<file path="config.mk">
export PLATFORM = sky130hd
export DESIGN_NAME = eld_decoder
export DESIGN_NICKNAME = d
export VERILOG_FILES = /design/src/eld_pkg.sv /design/src/eld_decoder.sv /design/src/eld_regfile.sv /design/src/eld_flags.sv
export VERILOG_INCLUDE_DIRS = /design/src
export SDC_FILE = /design/constraint.sdc
export NUM_CORES = 1
export LEC_CHECK = 0
export ABC_CLOCK_PERIOD_IN_PS = 3850
export BUFFER_PORTS_ARGS = -buffer_cell sky130_fd_sc_hd__buf_2
export CAP_MARGIN = 5
export CORE_ASPECT_RATIO = 1.4
export CORE_UTILIZATION = 40
export CTS_CLUSTER_SIZE = 40
export DETAILED_ROUTE_END_ITERATION = 10
export PLACE_DENSITY = 0.72
export SLEW_MARGIN = 20
export SYNTH_ARGS = -nofsm -noshare
export SYNTH_HDL_FRONTEND = slang
export SYNTH_SLANG_ARGS = --single-unit
</file>
<file path="constraint.sdc">
create_clock -name ref_clk -period 3.85 [get_ports ref_clk]
set_input_delay 0.385 -clock ref_clk [delete_from_list [all_inputs] [get_ports ref_clk]]
set_output_delay 0.385 -clock ref_clk [all_outputs]
set_load 0.01 [all_outputs]
</file>
<file path="src/eld_defs.svh">
`ifndef ELD_DEFS_SVH
`define ELD_DEFS_SVH

// prefix bytes
`define ELD_PFX_FIRST 8'hDD
`define ELD_PFX_SECOND 8'hFD
`define ELD_PFX_EXT 8'hED

// register field codes
`define ELD_CODE_B 3'h0
`define ELD_CODE_C 3'h1
`define ELD_CODE_D 3'h2
`define ELD_CODE_E 3'h3
`define ELD_CODE_H 3'h4
`define ELD_CODE_L 3'h5
`define ELD_CODE_MEM 3'h6
`define ELD_CODE_A 3'h7

// opcode top fields and whole opcodes
`define ELD_TOP_RR 2'h1
`define ELD_TOP_IMM 2'h0
`define ELD_OP_MN 8'h36
`define ELD_OP_LDA_FG 8'h0A
`define ELD_OP_LDA_SG 8'h1A
`define ELD_OP_STA_FG 8'h02
`define ELD_OP_STA_SG 8'h12
`define ELD_OP_LDA_NN 8'h3A
`define ELD_OP_STA_NN 8'h32
`define ELD_OP_A_IV 8'h57
`define ELD_OP_A_RF 8'h5F
`define ELD_OP_IV_A 8'h47
`define ELD_OP_RF_A 8'h4F

// clock states per instruction form
`define ELD_T_RR 5'h04
`define ELD_T_TWO 5'h07
`define ELD_T_MN 5'h0A
`define ELD_T_IDX 5'h13
`define ELD_T_DIR 5'h0D
`define ELD_T_IR 5'h09

// flag bit positions
`define ELD_FL_S 7
`define ELD_FL_Z 6
`define ELD_FL_H 4
`define ELD_FL_PV 2
`define ELD_FL_N 1

// reset values and increment constants
`define ELD_RST_PC 16'h0000
`define ELD_RST_BYTE 8'h00
`define ELD_ONE16 16'h0001
`define ELD_ONE7 7'h01
`define ELD_ONE5 5'h01
`define ELD_ZERO5 5'h00

`endif

</file>
<file path="src/eld_pkg.sv">
`default_nettype none
package eld_pkg;

  typedef enum logic [2:0] {
    ELD_ST_FETCH = 3'b000,
    ELD_ST_RDREQ = 3'b001,
    ELD_ST_RDDATA = 3'b010,
    ELD_ST_ACT = 3'b011,
    ELD_ST_WR = 3'b100,
    ELD_ST_PAD = 3'b101
  } eld_state_t;

  typedef enum logic [2:0] {
    ELD_CAP_OP = 3'b000,
    ELD_CAP_OP2 = 3'b001,
    ELD_CAP_DISP = 3'b010,
    ELD_CAP_IMM = 3'b011,
    ELD_CAP_ALO = 3'b100,
    ELD_CAP_AHI = 3'b101,
    ELD_CAP_MEM = 3'b110
  } eld_cap_t;

  typedef enum logic [1:0] {
    ELD_PRE_NONE = 2'b00,
    ELD_PRE_FIRST = 2'b01,
    ELD_PRE_SECOND = 2'b10,
    ELD_PRE_EXT = 2'b11
  } eld_pre_t;

  typedef enum logic [3:0] {
    ELD_F_BAD = 4'b0000,
    ELD_F_RR = 4'b0001,
    ELD_F_RI = 4'b0010,
    ELD_F_RM = 4'b0011,
    ELD_F_RX = 4'b0100,
    ELD_F_MR = 4'b0101,
    ELD_F_XR = 4'b0110,
    ELD_F_MN = 4'b0111,
    ELD_F_XN = 4'b1000,
    ELD_F_AP = 4'b1001,
    ELD_F_PA = 4'b1010,
    ELD_F_AD = 4'b1011,
    ELD_F_DA = 4'b1100,
    ELD_F_AIR = 4'b1101,
    ELD_F_IRA = 4'b1110
  } eld_form_t;

  typedef struct packed {
    eld_state_t st;
    eld_cap_t cap;
    eld_form_t form;
    eld_pre_t pre;
    logic [7:0] op;
    logic [7:0] disp;
    logic [7:0] imm;
    logic [7:0] alo;
    logic [7:0] ahi;
    logic [15:0] pc;
    logic [7:0] iv;
    logic [7:0] rf;
    logic [4:0] tcnt;
    logic [4:0] total;
    logic [15:0] busAddr;
    logic busRd;
    logic busWr;
    logic [7:0] busWData;
    logic done;
    logic bad;
  } eld_core_t;

  typedef struct packed {
    logic [7:0][7:0] r;
  } eld_rf_t;

  typedef struct packed {
    logic [7:0] f;
  } eld_flag_t;

endpackage
`default_nettype wire

</file>
<file path="src/eld_decoder.sv">
`timescale 1ns/1ps
`default_nettype none
`include "eld_defs.svh"
module eld_decoder (
  input wire logic ref_clk,
  input wire logic nrst,
  input wire logic [7:0] memRData,
  input wire logic [15:0] firstIndexReg,
  input wire logic [15:0] secondIndexReg,
  input wire logic interruptEnableLatch,
  output logic [15:0] busAddr,
  output logic busRd,
  output logic busWr,
  output logic [7:0] busWData,
  output logic instrDone,
  output logic instrUnsupported,
  output logic [7:0][7:0] regView,
  output logic [7:0] flags,
  output logic [7:0] intVector,
  output logic [7:0] refreshCount,
  output logic [15:0] progCounter
);

  eld_pkg::eld_core_t cur;
  eld_pkg::eld_core_t next_cur;
  eld_pkg::eld_form_t decF;
  logic regWrEn;
  logic [2:0] regWrSel;
  logic [7:0] regWrData;
  logic flLoad;
  logic [7:0] accVal;
  logic [15:0] idxBase;
  logic [15:0] effAddr;
  logic [7:0] wrVal;

  // -------------------------------------------------------------
  // opcode classification
  // -------------------------------------------------------------
  function automatic eld_pkg::eld_form_t decode(
    input eld_pkg::eld_pre_t pre,
    input logic [7:0] op
  );
    logic idx;
    logic [2:0] dst;
    logic [2:0] src;
    eld_pkg::eld_form_t f;
    idx = (pre == eld_pkg::ELD_PRE_FIRST) ||
          (pre == eld_pkg::ELD_PRE_SECOND);
    dst = op[5:3];
    src = op[2:0];
    f = eld_pkg::ELD_F_BAD;
    if (pre == eld_pkg::ELD_PRE_EXT)
    begin
      if (op == `ELD_OP_A_IV || op == `ELD_OP_A_RF)
        f = eld_pkg::ELD_F_AIR;
      else if (op == `ELD_OP_IV_A || op == `ELD_OP_RF_A)
        f = eld_pkg::ELD_F_IRA;
    end
    else if (op[7:6] == `ELD_TOP_RR)
    begin
      if (dst == `ELD_CODE_MEM && src == `ELD_CODE_MEM)
        f = eld_pkg::ELD_F_BAD;
      else if (src == `ELD_CODE_MEM)
        f = idx ? eld_pkg::ELD_F_RX : eld_pkg::ELD_F_RM;
      else if (dst == `ELD_CODE_MEM)
        f = idx ? eld_pkg::ELD_F_XR : eld_pkg::ELD_F_MR;
      else if (!idx)
        f = eld_pkg::ELD_F_RR;
    end
    else if (op[7:6] == `ELD_TOP_IMM)
    begin
      if (op == `ELD_OP_MN)
        f = idx ? eld_pkg::ELD_F_XN : eld_pkg::ELD_F_MN;
      else if (!idx)
      begin
        if (src == `ELD_CODE_MEM)
          f = eld_pkg::ELD_F_RI;
        else if (op == `ELD_OP_LDA_FG || op == `ELD_OP_LDA_SG)
          f = eld_pkg::ELD_F_AP;
        else if (op == `ELD_OP_STA_FG || op == `ELD_OP_STA_SG)
          f = eld_pkg::ELD_F_PA;
        else if (op == `ELD_OP_LDA_NN)
          f = eld_pkg::ELD_F_AD;
        else if (op == `ELD_OP_STA_NN)
          f = eld_pkg::ELD_F_DA;
      end
    end
    return f;
  endfunction

  // clock states of each form
  function automatic logic [4:0] tstates(input eld_pkg::eld_form_t f);
    case (f)
      eld_pkg::ELD_F_RI, eld_pkg::ELD_F_RM, eld_pkg::ELD_F_MR,
      eld_pkg::ELD_F_AP, eld_pkg::ELD_F_PA:
        tstates = `ELD_T_TWO;
      eld_pkg::ELD_F_RX, eld_pkg::ELD_F_XR, eld_pkg::ELD_F_XN:
        tstates = `ELD_T_IDX;
      eld_pkg::ELD_F_MN:
        tstates = `ELD_T_MN;
      eld_pkg::ELD_F_AD, eld_pkg::ELD_F_DA:
        tstates = `ELD_T_DIR;
      eld_pkg::ELD_F_AIR, eld_pkg::ELD_F_IRA:
        tstates = `ELD_T_IR;
      default:
        tstates = `ELD_T_RR;
    endcase
  endfunction

  // start a memory read in the following cycle
  function automatic eld_pkg::eld_core_t rd(
    input eld_pkg::eld_core_t s,
    input eld_pkg::eld_cap_t c,
    input logic [15:0] a
  );
    eld_pkg::eld_core_t t;
    t = s;
    t.st = eld_pkg::ELD_ST_RDREQ;
    t.cap = c;
    t.busRd = 1'b1;
    t.busAddr = a;
    return t;
  endfunction

  // -------------------------------------------------------------
  // operand paths
  // -------------------------------------------------------------
  assign decF = decode(cur.pre, memRData);
  assign accVal = regView[`ELD_CODE_A];
  assign idxBase = (cur.pre == eld_pkg::ELD_PRE_SECOND) ?
                   secondIndexReg : firstIndexReg;

  // effective address per form
  always_comb
  begin
    case (cur.form)
      eld_pkg::ELD_F_RX, eld_pkg::ELD_F_XR, eld_pkg::ELD_F_XN:
        effAddr = idxBase + {{8{cur.disp[7]}}, cur.disp};
      eld_pkg::ELD_F_AP, eld_pkg::ELD_F_PA:
        effAddr = cur.op[4] ?
          {regView[`ELD_CODE_D], regView[`ELD_CODE_E]} :
          {regView[`ELD_CODE_B], regView[`ELD_CODE_C]};
      eld_pkg::ELD_F_AD, eld_pkg::ELD_F_DA:
        effAddr = {cur.ahi, cur.alo};
      default:
        effAddr = {regView[`ELD_CODE_H], regView[`ELD_CODE_L]};
    endcase
  end

  // byte to store per form
  always_comb
  begin
    case (cur.form)
      eld_pkg::ELD_F_MN, eld_pkg::ELD_F_XN:
        wrVal = cur.imm;
      eld_pkg::ELD_F_PA, eld_pkg::ELD_F_DA:
        wrVal = accVal;
      default:
        wrVal = regView[cur.op[2:0]];
    endcase
  end

  // -------------------------------------------------------------
  // sequencer
  // -------------------------------------------------------------
  always_comb
  begin
    next_cur = cur;
    next_cur.done = 1'b0;
    next_cur.bad = 1'b0;
    next_cur.busRd = 1'b0;
    next_cur.busWr = 1'b0;
    regWrEn = 1'b0;
    regWrSel = cur.op[5:3];
    regWrData = memRData;
    flLoad = 1'b0;
    case (cur.st)
      eld_pkg::ELD_ST_FETCH:
      begin
        next_cur.pre = eld_pkg::ELD_PRE_NONE;
        next_cur.form = eld_pkg::ELD_F_BAD;
        next_cur.total = `ELD_T_RR;
        next_cur = rd(next_cur, eld_pkg::ELD_CAP_OP, cur.pc);
      end
      eld_pkg::ELD_ST_RDREQ:
        next_cur.st = eld_pkg::ELD_ST_RDDATA;
      eld_pkg::ELD_ST_RDDATA:
      begin
        if (cur.cap != eld_pkg::ELD_CAP_MEM)
          next_cur.pc = cur.pc + `ELD_ONE16;
        case (cur.cap)
          eld_pkg::ELD_CAP_OP, eld_pkg::ELD_CAP_OP2:
          begin
            // refresh counter steps on each opcode fetch, bit 7 held
            next_cur.rf = {cur.rf[7], cur.rf[6:0] + `ELD_ONE7};
            if (cur.cap == eld_pkg::ELD_CAP_OP &&
                (memRData == `ELD_PFX_FIRST ||
                 memRData == `ELD_PFX_SECOND ||
                 memRData == `ELD_PFX_EXT))
            begin
              if (memRData == `ELD_PFX_FIRST)
                next_cur.pre = eld_pkg::ELD_PRE_FIRST;
              else if (memRData == `ELD_PFX_SECOND)
                next_cur.pre = eld_pkg::ELD_PRE_SECOND;
              else
                next_cur.pre = eld_pkg::ELD_PRE_EXT;
              next_cur = rd(next_cur, eld_pkg::ELD_CAP_OP2, next_cur.pc);
            end
            else
            begin
              next_cur.op = memRData;
              next_cur.form = decF;
              next_cur.total = tstates(decF);
              case (decF)
                eld_pkg::ELD_F_RX, eld_pkg::ELD_F_XR, eld_pkg::ELD_F_XN:
                  next_cur = rd(next_cur, eld_pkg::ELD_CAP_DISP,
                                next_cur.pc);
                eld_pkg::ELD_F_RI, eld_pkg::ELD_F_MN:
                  next_cur = rd(next_cur, eld_pkg::ELD_CAP_IMM,
                                next_cur.pc);
                eld_pkg::ELD_F_AD, eld_pkg::ELD_F_DA:
                  next_cur = rd(next_cur, eld_pkg::ELD_CAP_ALO,
                                next_cur.pc);
                eld_pkg::ELD_F_BAD:
                begin
                  // unknown byte: finish at once and flag it
                  next_cur.bad = 1'b1;
                  next_cur.total = cur.tcnt + `ELD_ONE5;
                  next_cur.st = eld_pkg::ELD_ST_PAD;
                end
                default:
                  next_cur.st = eld_pkg::ELD_ST_ACT;
              endcase
            end
          end
          eld_pkg::ELD_CAP_DISP:
          begin
            next_cur.disp = memRData;
            if (cur.form == eld_pkg::ELD_F_XN)
              next_cur = rd(next_cur, eld_pkg::ELD_CAP_IMM,
                            next_cur.pc);
            else
              next_cur.st = eld_pkg::ELD_ST_ACT;
          end
          eld_pkg::ELD_CAP_IMM:
          begin
            next_cur.imm = memRData;
            next_cur.st = eld_pkg::ELD_ST_ACT;
          end
          eld_pkg::ELD_CAP_ALO:
          begin
            next_cur.alo = memRData;
            next_cur = rd(next_cur, eld_pkg::ELD_CAP_AHI, next_cur.pc);
          end
          eld_pkg::ELD_CAP_AHI:
          begin
            next_cur.ahi = memRData;
            next_cur.st = eld_pkg::ELD_ST_ACT;
          end
          default:
          begin
            // memory byte into its register
            regWrEn = 1'b1;
            if (cur.form == eld_pkg::ELD_F_AP ||
                cur.form == eld_pkg::ELD_F_AD)
              regWrSel = `ELD_CODE_A;
            next_cur.st = eld_pkg::ELD_ST_PAD;
          end
        endcase
      end
      eld_pkg::ELD_ST_ACT:
      begin
        next_cur.st = eld_pkg::ELD_ST_PAD;
        case (cur.form)
          eld_pkg::ELD_F_RR:
          begin
            regWrEn = 1'b1;
            regWrData = regView[cur.op[2:0]];
          end
          eld_pkg::ELD_F_RI:
          begin
            regWrEn = 1'b1;
            regWrData = cur.imm;
          end
          eld_pkg::ELD_F_RM, eld_pkg::ELD_F_RX, eld_pkg::ELD_F_AP,
          eld_pkg::ELD_F_AD:
            next_cur = rd(next_cur, eld_pkg::ELD_CAP_MEM, effAddr);
          eld_pkg::ELD_F_AIR:
          begin
            regWrEn = 1'b1;
            regWrSel = `ELD_CODE_A;
            regWrData = cur.op[3] ? cur.rf : cur.iv;
            flLoad = 1'b1;
          end
          eld_pkg::ELD_F_IRA:
          begin
            if (cur.op[3])
              next_cur.rf = accVal;
            else
              next_cur.iv = accVal;
          end
          eld_pkg::ELD_F_BAD:
            next_cur.st = eld_pkg::ELD_ST_PAD;
          default:
          begin
            // every store form writes one byte
            next_cur.st = eld_pkg::ELD_ST_WR;
            next_cur.busWr = 1'b1;
            next_cur.busAddr = effAddr;
            next_cur.busWData = wrVal;
          end
        endcase
      end
      eld_pkg::ELD_ST_WR:
        next_cur.st = eld_pkg::ELD_ST_PAD;
      eld_pkg::ELD_ST_PAD:
        next_cur.st = eld_pkg::ELD_ST_PAD;
      default:
        next_cur.st = eld_pkg::ELD_ST_FETCH;
    endcase
    // pad until the form's clock-state count is used up
    next_cur.tcnt = cur.tcnt + `ELD_ONE5;
    if (next_cur.st == eld_pkg::ELD_ST_PAD &&
        cur.tcnt == next_cur.total - `ELD_ONE5)
    begin
      next_cur.st = eld_pkg::ELD_ST_FETCH;
      next_cur.tcnt = `ELD_ZERO5;
      next_cur.done = 1'b1;
    end
  end

  // -------------------------------------------------------------
  // state register
  // -------------------------------------------------------------
  always_ff @(posedge ref_clk or negedge nrst)
  begin
    if (!nrst)
    begin
      cur <= '0;
      cur.pc <= `ELD_RST_PC;
      cur.total <= `ELD_T_RR;
    end
    else
      cur <= next_cur;
  end

  // general registers, 110 is never written
  eld_regfile u_regs (
    .ref_clk(ref_clk),
    .nrst(nrst),
    .wrEn(regWrEn),
    .wrSel(regWrSel),
    .wrData(regWrData),
    .regView(regView)
  );

  // condition flags; only vector/refresh reads touch them
  eld_flags u_flags (
    .ref_clk(ref_clk),
    .nrst(nrst),
    .load(flLoad),
    .result(regWrData),
    .iffIn(interruptEnableLatch),
    .flags(flags)
  );

  // outputs straight from the state register
  assign busAddr = cur.busAddr;
  assign busRd = cur.busRd;
  assign busWr = cur.busWr;
  assign busWData = cur.busWData;
  assign instrDone = cur.done;
  assign instrUnsupported = cur.bad;
  assign intVector = cur.iv;
  assign refreshCount = cur.rf;
  assign progCounter = cur.pc;

  // -------------------------------------------------------------
  // checks
  // -------------------------------------------------------------
  logic [4:0] lenCnt;

  // cycles since the last instruction end
  always_ff @(posedge ref_clk or negedge nrst)
  begin
    if (!nrst)
      lenCnt <= `ELD_ZERO5;
    else if (cur.done)
      lenCnt <= `ELD_ONE5;
    else
      lenCnt <= lenCnt + `ELD_ONE5;
  end
endmodule
`default_nettype wire

</file>
<file path="src/eld_regfile.sv">
`timescale 1ns/1ps
`default_nettype none
`include "eld_defs.svh"
module eld_regfile (
  input wire logic ref_clk,
  input wire logic nrst,
  input wire logic wrEn,
  input wire logic [2:0] wrSel,
  input wire logic [7:0] wrData,
  output logic [7:0][7:0] regView
);

  eld_pkg::eld_rf_t cur;
  eld_pkg::eld_rf_t next_cur;

  // one write port, every register visible
  always_comb
  begin
    next_cur = cur;
    if (wrEn && wrSel != `ELD_CODE_MEM)
      next_cur.r[wrSel] = wrData;
  end

  // -------------------------------------------------------------
  // state register
  // -------------------------------------------------------------
  always_ff @(posedge ref_clk or negedge nrst)
  begin
    if (!nrst)
      cur <= '0;
    else
      cur <= next_cur;
  end

  assign regView = cur.r;
endmodule
`default_nettype wire

</file>
<file path="src/eld_flags.sv">
`timescale 1ns/1ps
`default_nettype none
`include "eld_defs.svh"
module eld_flags (
  input wire logic ref_clk,
  input wire logic nrst,
  input wire logic load,
  input wire logic [7:0] result,
  input wire logic iffIn,
  output logic [7:0] flags
);

  eld_pkg::eld_flag_t cur;
  eld_pkg::eld_flag_t next_cur;

  // vector/refresh read into accumulator updates flags, carry kept
  always_comb
  begin
    next_cur = cur;
    if (load)
    begin
      next_cur.f[`ELD_FL_S] = result[7];
      next_cur.f[`ELD_FL_Z] = (result == `ELD_RST_BYTE);
      next_cur.f[`ELD_FL_H] = 1'b0;
      next_cur.f[`ELD_FL_PV] = iffIn;
      next_cur.f[`ELD_FL_N] = 1'b0;
    end
  end

  // -------------------------------------------------------------
  // state register
  // -------------------------------------------------------------
  always_ff @(posedge ref_clk or negedge nrst)
  begin
    if (!nrst)
      cur <= '0;
    else
      cur <= next_cur;
  end

  assign flags = cur.f;
endmodule
`default_nettype wire

</file>
==> flow_metrics.env <==
export IMPL_syn_avg_cell_area_um2=9.96
export IMPL_endpoint_kind="register"
export IMPL_wirelength_um=36900
export IMPL_clock_latency_ns=0.45
export IMPL_cp_num_cells=17
export IMPL_status="finished with violations"
export IMPL_violations="DRC"
export IMPL_ir_worst_vdd_v=0.000335
export IMPL_critPathKind="register to register"
export IMPL_reg2reg_from="cur[111]"
export IMPL_cap_viol_max_count=0
export IMPL_cts_sinks=187
export IMPL_layout_drive_gt1_share=0.379
export IMPL_die_x_um=147
export IMPL_synth_area_mm2=0.0118
export IMPL_nets=1408
export IMPL_multi_input_area_mm2=0.00647
export IMPL_vias=10100
export IMPL_ctsHoldBuffers=0
export IMPL_cts_made_buffers=17
export IMPL_die_area_mm2=0.0302
export IMPL_clockRootBuffer="clkbuf_16"
export IMPL_route_detailed_drc=1
export IMPL_grt_pass1_vias=10000
export IMPL_cts_tree="built"
export IMPL_yosys_cell_types_count=85
export IMPL_dr_first_iter_drc_count=771
export IMPL_crit_fanout=4
export IMPL_reg2reg_slack_ns=0.06
export IMPL_clock_skew_ns=0.00982
export IMPL_power_mw=9.42
export IMPL_diodes=0
export IMPL_rsz0062_at_grt="yes"
export IMPL_fillers=2670
export IMPL_start_kind="register"
export IMPL_worst_r2r_endpoint="cur[121]"
export IMPL_detail_route_wl_per_cell_um=21.4
export IMPL_yosys_warnings=0
export IMPL_area_growth_syn_to_layout_pct=17.9
export IMPL_dp_hpwl_um=28200
export IMPL_grt_overflow_total=0
export IMPL_cpLargestDelayFamily="compound AO/OA/AOI/OAI gates"
export IMPL_synth_seq_area_share=0.396
export IMPL_finalMaxSlewViolations=0
export IMPL_row_count=74
export IMPL_core_area_mm2=0.0291
export IMPL_antenna_found_initial=1
export IMPL_crit_arrival_ns=4.12
export IMPL_yosys_register_bits=187
export IMPL_hold_viol_final=0
export IMPL_first_pass_iters=9
export IMPL_portBuffers=169
export IMPL_period_needed_ns=3.79
export IMPL_cp_buffers_inverters=3
export IMPL_grt_usage=0.249
export IMPL_critPathCapture="cur[121]"
export IMPL_via_per_inst=5.82
export IMPL_chipHeight_um=205
export IMPL_hp_class="primary input to async pin"
export IMPL_grt_max_degree=117
export IMPL_placed_cells=1690
export IMPL_worstPathRequired_ns=4.18
export IMPL_critical_path_max_stage_delay_ns=0.42
export IMPL_synth_enable_flop_cells=0
export IMPL_p_leak_nw=6.55
export IMPL_max_clock_path_buffers=2
export IMPL_worstPathCellList="ha_4, nand3b_1, o41ai_2, a311oi_2, a21oi_2, inv_2, ha_4, buf_4, and3_1, a21oi_2, nand2b_4, a32o_2, xnor3_1, or3_4, a211oi_4, buf_6, nor2_1"
export IMPL_worstSetupStartpoint="cur[111]"
export IMPL_stdcell_count=1730
export IMPL_r2r_cells=17
export IMPL_grt_pass1_wl_um=57400
export IMPL_initial_utilization=0.406
export IMPL_postSynth_asyncResetShare=1.00
export IMPL_ios=175
export IMPL_tightest_slew_ns=0.977
export IMPL_drtAntennaViolNets=0
export IMPL_slowest_stage="dfrtp_1"
export IMPL_slew_headroom=0.349
export IMPL_ctsHtreeMaxLevel=4
export IMPL_powerDensity_mw_per_mm2=676
export IMPL_fin_crit_sh=0.984
export IMPL_setup_viol=0
export IMPL_gp_congestion=0.961
export IMPL_fmaxAchievable_mhz=264
export IMPL_syn_inst=1186
export IMPL_synth_ff_type="dfrtp_1"
export IMPL_clk_pin_slew_ns=0.07
export IMPL_seqCellArea_mm2=0.00468
[report_power, final]
| group | total, mW | switching [mW] | internal [mW] |
|---|---|---|---|
| sequential | 3.36 | 0.798 | 2.56 |
| combinational | 4.21 | 2.25 | 1.96 |
| clock | 1.84 | 0.814 | 1.03 |
[metrics by stage]
stage / setup WS [ns] / cell area, um^2 / TNS [ns] / util / hold slack [ns]
after detailed placement: -0.151 / 13100 / -0.945 / 0.451 / 0.393
after CTS: 0.0271 / 13700 / 0 / 0.473 / 0.115
after global routing: -0.151 / 13900 / -1.05 / 0.479 / 0.149
after global placement: -0.0392 / 13100 / -0.186 / 0.451 / 0.384
after floorplan: -0.00697 / 11900 / -0.00697 / - / 0.0894
final: 0.0599 / 13900 / 0 / 0.479 / 0.0371
[worst reg2reg max path, stage by stage, from the launching register on]
cell      delay, ns
dfrtp_1        0.42
ha_4           0.30
nand3b_1       0.10
o41ai_2        0.27
a311oi_2       0.09
a21oi_2        0.18
inv_2          0.07
ha_4           0.17
buf_4          0.14
and3_1         0.18
a21oi_2        0.21
nand2b_4       0.17
a32o_2         0.19
xnor3_1        0.31
or3_4          0.39
a211oi_4       0.29
buf_6          0.15
nor2_1         0.04
[cells in the mapped netlist, drive strengths merged (4+ instances only)]
| cell type | n | share of area |
|---|---|---|
| dfrtp | 186 | 0.39 |
| mux2 | 142 | 0.14 |
| nor2 | 91 | 0.029 |
| nand2 | 84 | 0.027 |
| buf | 71 | 0.042 |
| a21oi | 66 | 0.029 |
| clkbuf | 64 | 0.020 |
| o21ai | 64 | 0.027 |
| nand3 | 30 | 0.013 |
| inv | 29 | 0.0092 |
| ha | 27 | 0.029 |
| xor2 | 24 | 0.018 |
| nor3 | 22 | 0.0097 |
| nor2b | 21 | 0.011 |
| a222oi | 20 | 0.017 |
| a31oi | 16 | 0.0085 |
| mux4 | 16 | 0.030 |
| xnor2 | 15 | 0.011 |
| a221oi | 13 | 0.0096 |
| o211ai | 11 | 0.0070 |
| or3 | 11 | 0.0062 |
| and3 | 10 | 0.0053 |
| nand2b | 10 | 0.0053 |
| nor3b | 9 | 0.0066 |
| a211oi | 8 | 0.0061 |
| mux2i | 8 | 0.0068 |
| a21o | 7 | 0.0044 |
| or2 | 7 | 0.0037 |
| nand4 | 6 | 0.0032 |
| nor4 | 6 | 0.0037 |
| a21boi | 5 | 0.0032 |
| a22o | 5 | 0.0037 |
| and2 | 5 | 0.0026 |
| o21a | 5 | 0.0032 |
| a22oi | 4 | 0.0025 |
| a41oi | 4 | 0.0030 |
| and3b | 4 | 0.0030 |
| o32ai | 4 | 0.0030 |
[placed cells by master, fill, tap and decap left out, drive strengths merged, types with 11 or more instances in the layout]
cell      n
nor3     22
xor2     24
clkbuf   21
o211ai   11
nor2     91
a221oi   13
or3      11
nor2b    21
xnor2    15
dfrtp   186
a21oi    66
o21ai    64
ha       27
buf     262
inv      35
mux4     16
a222oi   20
nand3    30
mux2    142
nand2    84
a31oi    16
[flip-flops by register name (all words and copies together) (netlist names)]
register          cells
u_regs.regView       64
cur                  60
busAddr              16
progCounter          16
busWData              8
intVector             8
refreshCount          8
u_flags.flags         3
busRd                 1
busWr                 1
instrDone             1
instrUnsupported      1
[metal layers]
metal	routed length [um]	GRT usage	up-vias
met3	1920	0.0326	103
met5	13	0	-
li1	-	-	4601
met4	2400	0.170	2
met2	18700	0.428	371
met1	13900	0.288	4991
[how the worst min path moves through the flow]
stage / from / end / depth (start not counted)
floorplan: nrst / busAddr[0] / 0
global placement: u_regs.regView[51] / u_regs.regView[51] / 0
detailed placement: u_regs.regView[54] / u_regs.regView[54] / 0
CTS: nrst / refreshCount[0] / 1
global route: nrst / refreshCount[0] / 1
finish: nrst / refreshCount[0] / 1
[cell families after synthesis]
| family | after synthesis | share of synthesized area |
|---|---|---|
| multiplexers | 166 | 0.173 |
| flip-flops | 187 | 0.396 |
| AND/OR/NAND/NOR | 329 | 0.140 |
| buffers and inverters | 164 | 0.0719 |
| AO/OA/AOI/OAI | 271 | 0.158 |
| other | 1 | 0.000317 |
| adder cells (fa/ha/maj) | 28 | 0.0303 |
| XOR/XNOR | 40 | 0.0308 |
[area by class of cell]
type / count / area share
Clock buffer: 20 / 0.0335
Clock inverter: 12 / 0.0110
Inverter: 29 / 0.00799
Multi-Input combinational cell: 839 / 0.464
Sequential cell: 187 / 0.336
Tap cell: 380 / 0.0341
Timing Repair Buffer: 263 / 0.113
[repair_timing]
action	in CTS	in global routing
setup endpoints to repair	8	23
gates cloned	0	0
pin swaps	1	10
buffers inserted	2	6
resized for setup	1	35
Power figures use the tool's default switching activity.
